==> src/rsc_pkg.sv <==
// Package with register map, field positions, reset values and timing for the sequencer
package rsc_pkg;
  // Register offsets
  localparam logic [7:0] RSC_ADDR_LDO0_SEQUENCE_DELAYS   = 8'h0E;
  localparam logic [7:0] RSC_ADDR_LDO1_SEQUENCE_DELAYS   = 8'h0F;
  localparam logic [7:0] RSC_ADDR_FIRST_DELAY  = 8'h10;
  localparam logic [7:0] RSC_ADDR_SECOND_DELAY = 8'h11;
  localparam logic [7:0] RSC_ADDR_GENERAL_OUTPUTS_CONTROL     = 8'h12;
  localparam logic [7:0] RSC_ADDR_CONFIG       = 8'h13;
  localparam logic [7:0] RSC_ADDR_CLK_CTRL     = 8'h14;
  localparam logic [7:0] RSC_ADDR_PG_SETUP     = 8'h15;

  // Reset values
  localparam logic [7:0] RSC_RST_LDO0_SEQUENCE_DELAYS   = 8'h21;
  localparam logic [7:0] RSC_RST_LDO1_SEQUENCE_DELAYS   = 8'h00;
  localparam logic [7:0] RSC_RST_FIRST_DELAY  = 8'h05;
  localparam logic [7:0] RSC_RST_SECOND_DELAY = 8'h0A;
  localparam logic [7:0] RSC_RST_GENERAL_OUTPUTS_CONTROL     = 8'h77;
  localparam logic [7:0] RSC_RST_CONFIG       = 8'h06;
  localparam logic [7:0] RSC_RST_CLK_CTRL     = 8'h01;
  localparam logic [7:0] RSC_RST_PG_SETUP     = 8'h77;

  // Writable bits of the output control register; bits 7 and 3 read zero
  localparam logic [7:0] RSC_GENERAL_OUTPUTS_CONTROL_WMASK   = 8'h77;

  // Delay register fields
  localparam int RSC_ON_LSB  = 0;
  localparam int RSC_OFF_LSB = 4;
  localparam int RSC_CODE_W  = 4;

  // Output control fields
  localparam int RSC_FIRST_LEVEL_BIT  = 0;
  localparam int RSC_FIRST_GATE_BIT   = 1;
  localparam int RSC_FIRST_OD_BIT     = 2;
  localparam int RSC_SECOND_LEVEL_BIT = 4;
  localparam int RSC_SECOND_GATE_BIT  = 5;
  localparam int RSC_SECOND_OD_BIT    = 6;

  // Global configuration fields
  localparam int RSC_SPREAD_BIT     = 0;
  localparam int RSC_TWARN_BIT      = 1;
  localparam int RSC_ENABLE_PIN_PULLDOWN_BIT      = 2;
  localparam int RSC_SHARED_PD_BIT  = 3;
  localparam int RSC_PIN_SEL_BIT    = 4;
  localparam int RSC_OFF_RANGE_BIT  = 5;
  localparam int RSC_ON_RANGE_BIT   = 6;

  // Clock source fields
  localparam int RSC_FREQ_LSB   = 0;
  localparam int RSC_FREQ_W     = 5;
  localparam int RSC_PLL_EN_BIT = 6;

  // Power-good setup fields
  localparam int RSC_PG_SRC_LSB     = 0;
  localparam int RSC_PG_SRC_W       = 4;
  localparam int RSC_PG_WIN_BUCK    = 4;
  localparam int RSC_PG_WIN_LDO     = 5;
  localparam int RSC_PG_OD_BIT      = 6;
  localparam int RSC_PG_POL_BIT     = 7;

  // Sequencing channels
  localparam int RSC_CH_LDO0   = 0;
  localparam int RSC_CH_LDO1   = 1;
  localparam int RSC_CH_FIRST  = 2;
  localparam int RSC_CH_SECOND = 3;
  localparam int RSC_NUM_CH    = 4;

  // Timing: one delay step is half a millisecond
  localparam int RSC_STEP_NS       = 500000;
  localparam int RSC_CLK_PERIOD_NS = 20;
  localparam int RSC_STEP_CYCLES   = RSC_STEP_NS / RSC_CLK_PERIOD_NS;
  localparam int RSC_STEP_CNT_W    = 15;
  localparam int RSC_ELAPSED_W     = 5;
  localparam logic [RSC_ELAPSED_W-1:0] RSC_ELAPSED_MAX = 5'h1F;
endpackage : rsc_pkg

==> src/rsc_rail_sequencing_control.sv <==
// Rail sequencing, output control and configuration registers of the regulator
module rsc_rail_sequencing_control
  import rsc_pkg::*;
#(
  parameter int STEP_CYCLES = RSC_STEP_CYCLES
) (
  input  wire logic                  core_clk_in,
  input  wire logic                  srst_in,
  input  wire logic                  enable_pin_in,
  input  wire logic [7:0]            reg_addr_in,
  input  wire logic [7:0]            reg_wdata_in,
  input  wire logic                  reg_wr_in,
  input  wire logic                  reg_rd_in,
  output logic [7:0]                 reg_rdata_out,
  input  wire logic [RSC_PG_SRC_W-1:0] rail_valid_in,
  output logic                       ldo0_on_out,
  output logic                       ldo1_on_out,
  output logic                       first_general_output_out,
  output logic                       first_general_output_oe_out,
  output logic                       second_general_output_out,
  output logic                       second_general_output_oe_out,
  output logic                       shared_pin_clock_mode_out,
  output logic                       shared_pin_pulldown_out,
  output logic                       enable_pin_pulldown_out,
  output logic                       thermal_warning_threshold_out,
  output logic                       spread_spectrum_enable_out,
  output logic                       pll_enable_out,
  output logic [RSC_FREQ_W-1:0]      external_clock_frequency_code_out,
  output logic                       linear_rail_window_monitor_out,
  output logic                       buck_rail_window_monitor_out,
  output logic                       power_good_output_out,
  output logic                       power_good_output_oe_out
);

  logic [7:0]                ldo0_sequence_delays_reg;
  logic [7:0]                ldo1_sequence_delays_reg;
  logic [7:0]                first_delay_reg;
  logic [7:0]                second_delay_reg;
  logic [7:0]                general_outputs_control_reg;
  logic [7:0]                config_reg;
  logic [7:0]                clk_ctrl_reg;
  logic [7:0]                pg_setup_reg;
  logic [7:0]                rdata_next;
  logic                      enable_prev_reg;
  logic                      enable_edge;
  logic [RSC_STEP_CNT_W-1:0] step_cnt_reg;
  logic [RSC_ELAPSED_W-1:0]  elapsed_reg;
  logic [RSC_NUM_CH-1:0]     seq_on_reg;
  logic [7:0]                delay_regs [RSC_NUM_CH];
  logic                      first_level;
  logic                      second_level;
  logic                      power_good;

  // Register writes; the reserved clock bit is stored as written
  always_ff @(posedge core_clk_in) begin
    if (srst_in) begin
      ldo0_sequence_delays_reg   <= RSC_RST_LDO0_SEQUENCE_DELAYS;
      ldo1_sequence_delays_reg   <= RSC_RST_LDO1_SEQUENCE_DELAYS;
      first_delay_reg  <= RSC_RST_FIRST_DELAY;
      second_delay_reg <= RSC_RST_SECOND_DELAY;
      general_outputs_control_reg     <= RSC_RST_GENERAL_OUTPUTS_CONTROL;
      config_reg       <= RSC_RST_CONFIG;
      clk_ctrl_reg     <= RSC_RST_CLK_CTRL;
      pg_setup_reg     <= RSC_RST_PG_SETUP;
    end else if (reg_wr_in) begin
      case (reg_addr_in)
        RSC_ADDR_LDO0_SEQUENCE_DELAYS:   ldo0_sequence_delays_reg   <= reg_wdata_in;
        RSC_ADDR_LDO1_SEQUENCE_DELAYS:   ldo1_sequence_delays_reg   <= reg_wdata_in;
        RSC_ADDR_FIRST_DELAY:  first_delay_reg  <= reg_wdata_in;
        RSC_ADDR_SECOND_DELAY: second_delay_reg <= reg_wdata_in;
        RSC_ADDR_GENERAL_OUTPUTS_CONTROL:     general_outputs_control_reg     <= reg_wdata_in & RSC_GENERAL_OUTPUTS_CONTROL_WMASK;
        RSC_ADDR_CONFIG:       config_reg       <= reg_wdata_in;
        RSC_ADDR_CLK_CTRL:     clk_ctrl_reg     <= reg_wdata_in;
        RSC_ADDR_PG_SETUP:     pg_setup_reg     <= reg_wdata_in;
        default: ;
      endcase
    end
  end

  // Read mux; unmapped offsets read zero
  always_comb begin
    case (reg_addr_in)
      RSC_ADDR_LDO0_SEQUENCE_DELAYS:   rdata_next = ldo0_sequence_delays_reg;
      RSC_ADDR_LDO1_SEQUENCE_DELAYS:   rdata_next = ldo1_sequence_delays_reg;
      RSC_ADDR_FIRST_DELAY:  rdata_next = first_delay_reg;
      RSC_ADDR_SECOND_DELAY: rdata_next = second_delay_reg;
      RSC_ADDR_GENERAL_OUTPUTS_CONTROL:     rdata_next = general_outputs_control_reg;
      RSC_ADDR_CONFIG:       rdata_next = config_reg;
      RSC_ADDR_CLK_CTRL:     rdata_next = clk_ctrl_reg;
      RSC_ADDR_PG_SETUP:     rdata_next = pg_setup_reg;
      default:               rdata_next = 8'h00;
    endcase
  end

  always_ff @(posedge core_clk_in) begin
    if (srst_in) begin
      reg_rdata_out <= 8'h00;
    end else if (reg_rd_in) begin
      reg_rdata_out <= rdata_next;
    end
  end

  // Enable pin edge detection
  assign enable_edge = enable_pin_in ^ enable_prev_reg;

  always_ff @(posedge core_clk_in) begin
    if (srst_in) begin
      enable_prev_reg <= 1'b0;
    end else begin
      enable_prev_reg <= enable_pin_in;
    end
  end

  // Half-ms steps elapsed since the last enable edge, saturating
  always_ff @(posedge core_clk_in) begin
    if (srst_in) begin
      step_cnt_reg <= '0;
      elapsed_reg  <= RSC_ELAPSED_MAX;
    end else if (enable_edge) begin
      step_cnt_reg <= '0;
      elapsed_reg  <= '0;
    end else if (step_cnt_reg == RSC_STEP_CNT_W'(STEP_CYCLES - 1)) begin
      step_cnt_reg <= '0;
      if (elapsed_reg != RSC_ELAPSED_MAX) begin
        elapsed_reg <= elapsed_reg + 1'b1;
      end
    end else begin
      step_cnt_reg <= step_cnt_reg + 1'b1;
    end
  end

  assign delay_regs[RSC_CH_LDO0]   = ldo0_sequence_delays_reg;
  assign delay_regs[RSC_CH_LDO1]   = ldo1_sequence_delays_reg;
  assign delay_regs[RSC_CH_FIRST]  = first_delay_reg;
  assign delay_regs[RSC_CH_SECOND] = second_delay_reg;

  // Per-channel sequenced enable; long range doubles the step count
  for (genvar ch = 0; ch < RSC_NUM_CH; ch++) begin : g_seq
    logic [RSC_CODE_W-1:0]    on_code;
    logic [RSC_CODE_W-1:0]    off_code;
    logic [RSC_ELAPSED_W-1:0] on_target;
    logic [RSC_ELAPSED_W-1:0] off_target;

    assign on_code    = delay_regs[ch][RSC_ON_LSB +: RSC_CODE_W];
    assign off_code   = delay_regs[ch][RSC_OFF_LSB +: RSC_CODE_W];
    assign on_target  = config_reg[RSC_ON_RANGE_BIT] ? {on_code, 1'b0}
                                                     : {1'b0, on_code};
    assign off_target = config_reg[RSC_OFF_RANGE_BIT] ? {off_code, 1'b0}
                                                      : {1'b0, off_code};

    always_ff @(posedge core_clk_in) begin
      if (srst_in) begin
        seq_on_reg[ch] <= 1'b0;
      end else if (!enable_edge) begin
        if (enable_prev_reg && elapsed_reg >= on_target) begin
          seq_on_reg[ch] <= 1'b1;
        end else if (!enable_prev_reg && elapsed_reg >= off_target) begin
          seq_on_reg[ch] <= 1'b0;
        end
      end
    end
  end

  assign ldo0_on_out = seq_on_reg[RSC_CH_LDO0];
  assign ldo1_on_out = seq_on_reg[RSC_CH_LDO1];

  // General outputs: level bit, optionally ANDed with the sequenced enable
  assign first_level = general_outputs_control_reg[RSC_FIRST_LEVEL_BIT] &
                       (~general_outputs_control_reg[RSC_FIRST_GATE_BIT] | seq_on_reg[RSC_CH_FIRST]);
  assign second_level = general_outputs_control_reg[RSC_SECOND_LEVEL_BIT] &
                        (~general_outputs_control_reg[RSC_SECOND_GATE_BIT] | seq_on_reg[RSC_CH_SECOND]);

  // Open-drain drives only the low level
  assign first_general_output_out    = first_level;
  assign first_general_output_oe_out = ~general_outputs_control_reg[RSC_FIRST_OD_BIT] | ~first_level;

  assign shared_pin_clock_mode_out    = config_reg[RSC_PIN_SEL_BIT];
  assign second_general_output_out    = second_level & ~config_reg[RSC_PIN_SEL_BIT];
  assign second_general_output_oe_out = ~config_reg[RSC_PIN_SEL_BIT] &
                                        (~general_outputs_control_reg[RSC_SECOND_OD_BIT] | ~second_level);

  assign enable_pin_pulldown_out       = config_reg[RSC_ENABLE_PIN_PULLDOWN_BIT];
  assign shared_pin_pulldown_out       = config_reg[RSC_SHARED_PD_BIT];
  assign thermal_warning_threshold_out = config_reg[RSC_TWARN_BIT];
  assign spread_spectrum_enable_out    = config_reg[RSC_SPREAD_BIT];
  assign pll_enable_out                = clk_ctrl_reg[RSC_PLL_EN_BIT];
  assign external_clock_frequency_code_out = clk_ctrl_reg[RSC_FREQ_LSB +: RSC_FREQ_W];

  assign linear_rail_window_monitor_out = pg_setup_reg[RSC_PG_WIN_LDO];
  assign buck_rail_window_monitor_out   = pg_setup_reg[RSC_PG_WIN_BUCK];

  // Unselected rails count as valid
  assign power_good = &(rail_valid_in | ~pg_setup_reg[RSC_PG_SRC_LSB +: RSC_PG_SRC_W]);

  assign power_good_output_out    = power_good ^ pg_setup_reg[RSC_PG_POL_BIT];
  assign power_good_output_oe_out = ~pg_setup_reg[RSC_PG_OD_BIT] | ~power_good_output_out;

endmodule // rsc_rail_sequencing_control

==> config.mk <==
export PLATFORM = sky130hd
export DESIGN_NAME = rsc_rail_sequencing_control
export DESIGN_NICKNAME = d
export VERILOG_FILES = /design/src/rsc_pkg.sv /design/src/rsc_rail_sequencing_control.sv
export SDC_FILE = /design/constraint.sdc
export NUM_CORES = 1
export LEC_CHECK = 0
export ABC_AREA = 1
export ABC_CLOCK_PERIOD_IN_PS = 2200
export BUFFER_PORTS_ARGS = -buffer_cell sky130_fd_sc_hd__buf_4
export CORE_MARGIN = 8
export CORE_UTILIZATION = 45
export DETAILED_ROUTE_END_ITERATION = 10
export GPL_TIMING_DRIVEN = 0
export SLEW_MARGIN = 30
export SYNTH_ARGS = -nofsm -noshare
export SYNTH_HDL_FRONTEND = slang
export SYNTH_SLANG_ARGS = --single-unit
==> constraint.sdc <==
create_clock -name core_clk_in -period 2.2 [get_ports core_clk_in]
set_clock_uncertainty 0.05 [all_clocks]
set_input_delay 0.44 -clock core_clk_in [delete_from_list [all_inputs] [get_ports core_clk_in]]
set_output_delay 0.44 -clock core_clk_in [all_outputs]
set_load 0.02 [all_outputs]
==> metrics.md <==
| Metric | Value |
|---|---|
| Crit share post-route | 0.948 |
| Setup repair after global routing missed its margin | yes |
| GR Util All Layers | 0.222 |
| Worst VDD drop | about 0.62 mV |
| Chip width | approximately 130 um |
| Placed cells | around 1100 |
| # Post-CTS Setup Buffers | 0 |
| Initial antenna violation count | 0 |
| Mux cell area share after synthesis | 0 |
| Simple logic cell fraction of the synthesized area | 0.343 |
| Worst setup margin | between 0.1 and 0.15 ns |
| Placed instance area | about 6300 um2 |
| Hold Crit Class | primary input to flop |
| Arrival time worst endpoint | roughly 2.3 ns |
| Syn_area_per_cell | 6.80 um2 |
| Final net count | slightly below 1000 |
| Critical path's largest stage delay | between 0.3 and 0.4 ns |
| Post-CTS sizing | 3 |
| Worst skew pair latency | roughly 0.35 ns |
| Synthesized flop and latch total | between 90 and 100 |
| Std-Cell Rows | between 40 and 50 |
| Power Density | 564 nW/um2 |
| Critical Path RT | around 2.4 ns |
| Final Hold Violating Endpoints | 0 |
| Routed vias | approximately 5900 |
| 1st-pass router iterations | 6 |
| Main synth FF type | dfxtp_1 |
| Slew @ Worst Pin | about 0.73 ns |
| CTS tree | done |
| Netlist Area Pre-Place | approximately 5700 um2 |
| CP Capture Type | flop |
| Register area share after synthesis | 0.334 |
| Delay-heaviest family, CP | compound AO/OA/AOI/OAI gates |
| Final HPWL from detailed placement | between 10000 and 15000 um |
| Worst path bufs/invs | 1 |
| Clock slew at reported path FFs | 0.07 ns |
| Area growth syn-to-layout | 15.7% |
| Overall power | approximately 3.7 mW |
| Max-capacitance violation count | 0 |
| Total wire length | around 18000 um |
| Maximum clock rate | 479 MHz |
| Non-filler cells in the finished layout | ~1100 |
| Status | finished, final reports clean |
| Starting Density | 0.456 |
| Inserted Clock Buffers | 9 |
| Vert. Die Dim | ~130 um |
| Worst slew margin | 0.516 |
| Crit-path cells | buf_1 > o21ai_0 > ha_1 > a21oi_1 > o21ai_0 > nor2_1 > nand2_1 > nand2_1 > nand2_1 > nand2_1 > nor2_1 |
| DR iter-0 viols | approximately 560 |
| Root Buffer | clkbuf_16 |
| Grt total ovfl | 0 |
| RD Place Congestion | between 0.8 and 0.9 |
| R2R Setup Slk | 0.11 ns |
| Post-layout util | 0.528 |
| Die ar. | around 16000 um2 |
| Critical Path Most Common Cell | nand2_1 |
| H-Tree Depth | 3 |
| Antenna Nets Post-Route | 0 |
| Largest family of logic cells by synthesized area | simple AND/OR/NAND/NOR gates |
| Pleak | 2.91 nW |
| Adder-Cell Fraction of Synth Area | 0.0945 |
| Compound-gate portion of the synthesized area | 0.135 |
| Hold_buf cts | 0 |
| Synth Net Count | approximately 910 |
| Largest register FFs | 15 |
| Ratio of cells with drive above 1 in the final layout | 0.132 |
| Master of the slowest instance on the critical path | buf_1 |
| Crit Path Class | flop to flop |
| Cells after Synth | between 800 and 900 |
| Detailed-route wire length per cell | roughly 17 um |
| Largest net degree at the start of global routing | 16 |
| Setup TNS | 0 ns |
| Finished Cell Area | between 6000 and 7000 um2 |
| Post-synth ARST share | 0 |
| DRC | 0 |
| Core Region | ~12000 um2 |
| Port Buf Inserts | just over 50 |
| First-pass GRT wire length | approximately 28000 um |
| Post-placement setup slack | -0.195 ns |
| Syn. warnings | 0 |
| Final setup viols | 0 |
| Clock sinks | 95 |
| IO Pins | between 50 and 60 |
| Startpoint Class | flop |
| Crit path time final | roughly 2.1 ns |
| Post-DR vias/cell | 5.51 |
| Yosys cell types | 32 |
| Largest fanout on the critical path | 10 |
| Final Max Slew Viols | 0 |
| Max clock buf depth | 2 |
| EDFF count, synth | 0 |
| Hold_ws | between 0.2 and 0.3 ns |
| # diodes | 0 |
| Vias in the first global route | between 5000 and 6000 |
| Synth Area in XOR/XNOR | 0.0108 |
## worst reg2reg max path, stage by stage, from the launching register on
cell,delay (ns)
dfxtp_1,0.37
buf_1,0.39
o21ai_0,0.23
ha_1,0.36
a21oi_1,0.14
o21ai_0,0.09
nor2_1,0.11
nand2_1,0.06
nand2_1,0.05
nand2_1,0.04
nand2_1,0.05
nor2_1,0.04
## power breakdown
| group | leakage (nW) | total (mW) | switching [mW] | internal (mW) |
|---|---|---|---|---|
| sequential | 0.769 | 1.77 | 0.0336 | 1.74 |
| clock | 0.135 | 1.54 | 0.703 | 0.832 |
| combinational | 2.00 | 0.410 | 0.265 | 0.145 |
| total | 2.91 | 3.71 | 1.00 | 2.71 |
## worst paths after layout
kind / start / to / cells past startpoint
setup / recovery: config_reg[6]$_SDFFE_PP0P_ / ldo1_on_out$_SDFFE_PP0P_ / 11
hold / removal: enable_pin_in / enable_prev_reg$_SDFF_PP0_ / 3
setup reg to reg: config_reg[6]$_SDFFE_PP0P_ / ldo1_on_out$_SDFFE_PP0P_ / 11
hold reg to reg: step_cnt_reg[0]$_SDFF_PP0_ / step_cnt_reg[0]$_SDFF_PP0_ / 1
## metal layers
metal,part of all wire,GRT usage,vias up
li1,-,-,2896
met1,0.44,0.280,2768
met2,0.47,0.363,229
met3,0.072,0.0588,35
met4,0.021,0.0664,0
met5,0,0,-
## synth_stat cells, types with 3 or more instances
| master | instances | area, um2 |
|---|---|---|
| a211oi_1 | 3 | 22.5 |
| a21oi_1 | 68 | 340 |
| buf_2 | 7 | 35.0 |
| buf_4 | 7 | 52.6 |
| clkbuf_1 | 16 | 60.1 |
| dfxtp_1 | 95 | 1900 |
| ha_1 | 43 | 538 |
| inv_1 | 71 | 267 |
| inv_2 | 6 | 22.5 |
| nand2_1 | 208 | 781 |
| nand2_2 | 3 | 18.8 |
| nand3_1 | 100 | 500 |
| nand3_2 | 6 | 60.1 |
| nand4_1 | 10 | 62.6 |
| nor2_1 | 78 | 293 |
| nor2_2 | 3 | 18.8 |
| nor2_4 | 11 | 124 |
| nor3_1 | 7 | 35.0 |
| o211ai_1 | 3 | 22.5 |
| o21ai_0 | 65 | 325 |
| o21ai_1 | 5 | 25.0 |
| xor2_1 | 6 | 52.6 |
## cell families (layout without fill, tap and decap cells)
logic type                 count (synthesis)  in the layout
AOI/OAI and AO/OA                        149            149
buffers and inverters                    111            178
DFF                                       95             95
xor gates and xnor gates                   7              7
adders and majority gates                 43             43
and+or+nand+nor                          432            432
## layout by cell type, fill, tap and decap left out, types with 2 or more instances in the layout
master / n
o21ai_0: 65
buf_6: 2
nor2_2: 3
a21oi_1: 68
clkinvlp_4: 2
nand4_1: 10
ha_1: 43
nand2_1: 208
nand2_2: 3
o22ai_1: 2
inv_2: 6
o211ai_1: 3
o21bai_1: 2
clkbuf_1: 12
nor2_4: 11
xor2_1: 6
or2_2: 2
inv_1: 71
nand3_1: 100
nor3_4: 2
a211oi_1: 3
nor2_1: 78
clkbuf_2: 2
dfxtp_1: 95
nand3_2: 6
nor3_1: 7
buf_2: 8
buf_4: 58
clkinv_1: 2
o21ai_1: 5
clkbuf_8: 2
clkbuf_16: 9
## final cells by class
type | count | area [um2]
Fill cell | 1271 | 5880
Sequential cell | 95 | 1900
Clock buffer | 12 | 256
Timing Repair Buffer | 51 | 383
Multi-Input combinational cell | 631 | 3320
Inverter | 79 | 297
Clock inverter | 4 | 28.8
Buffer | 32 | 178
Tap cell | 172 | 215
No activity file was read; power rests on OpenSTA's default activity.
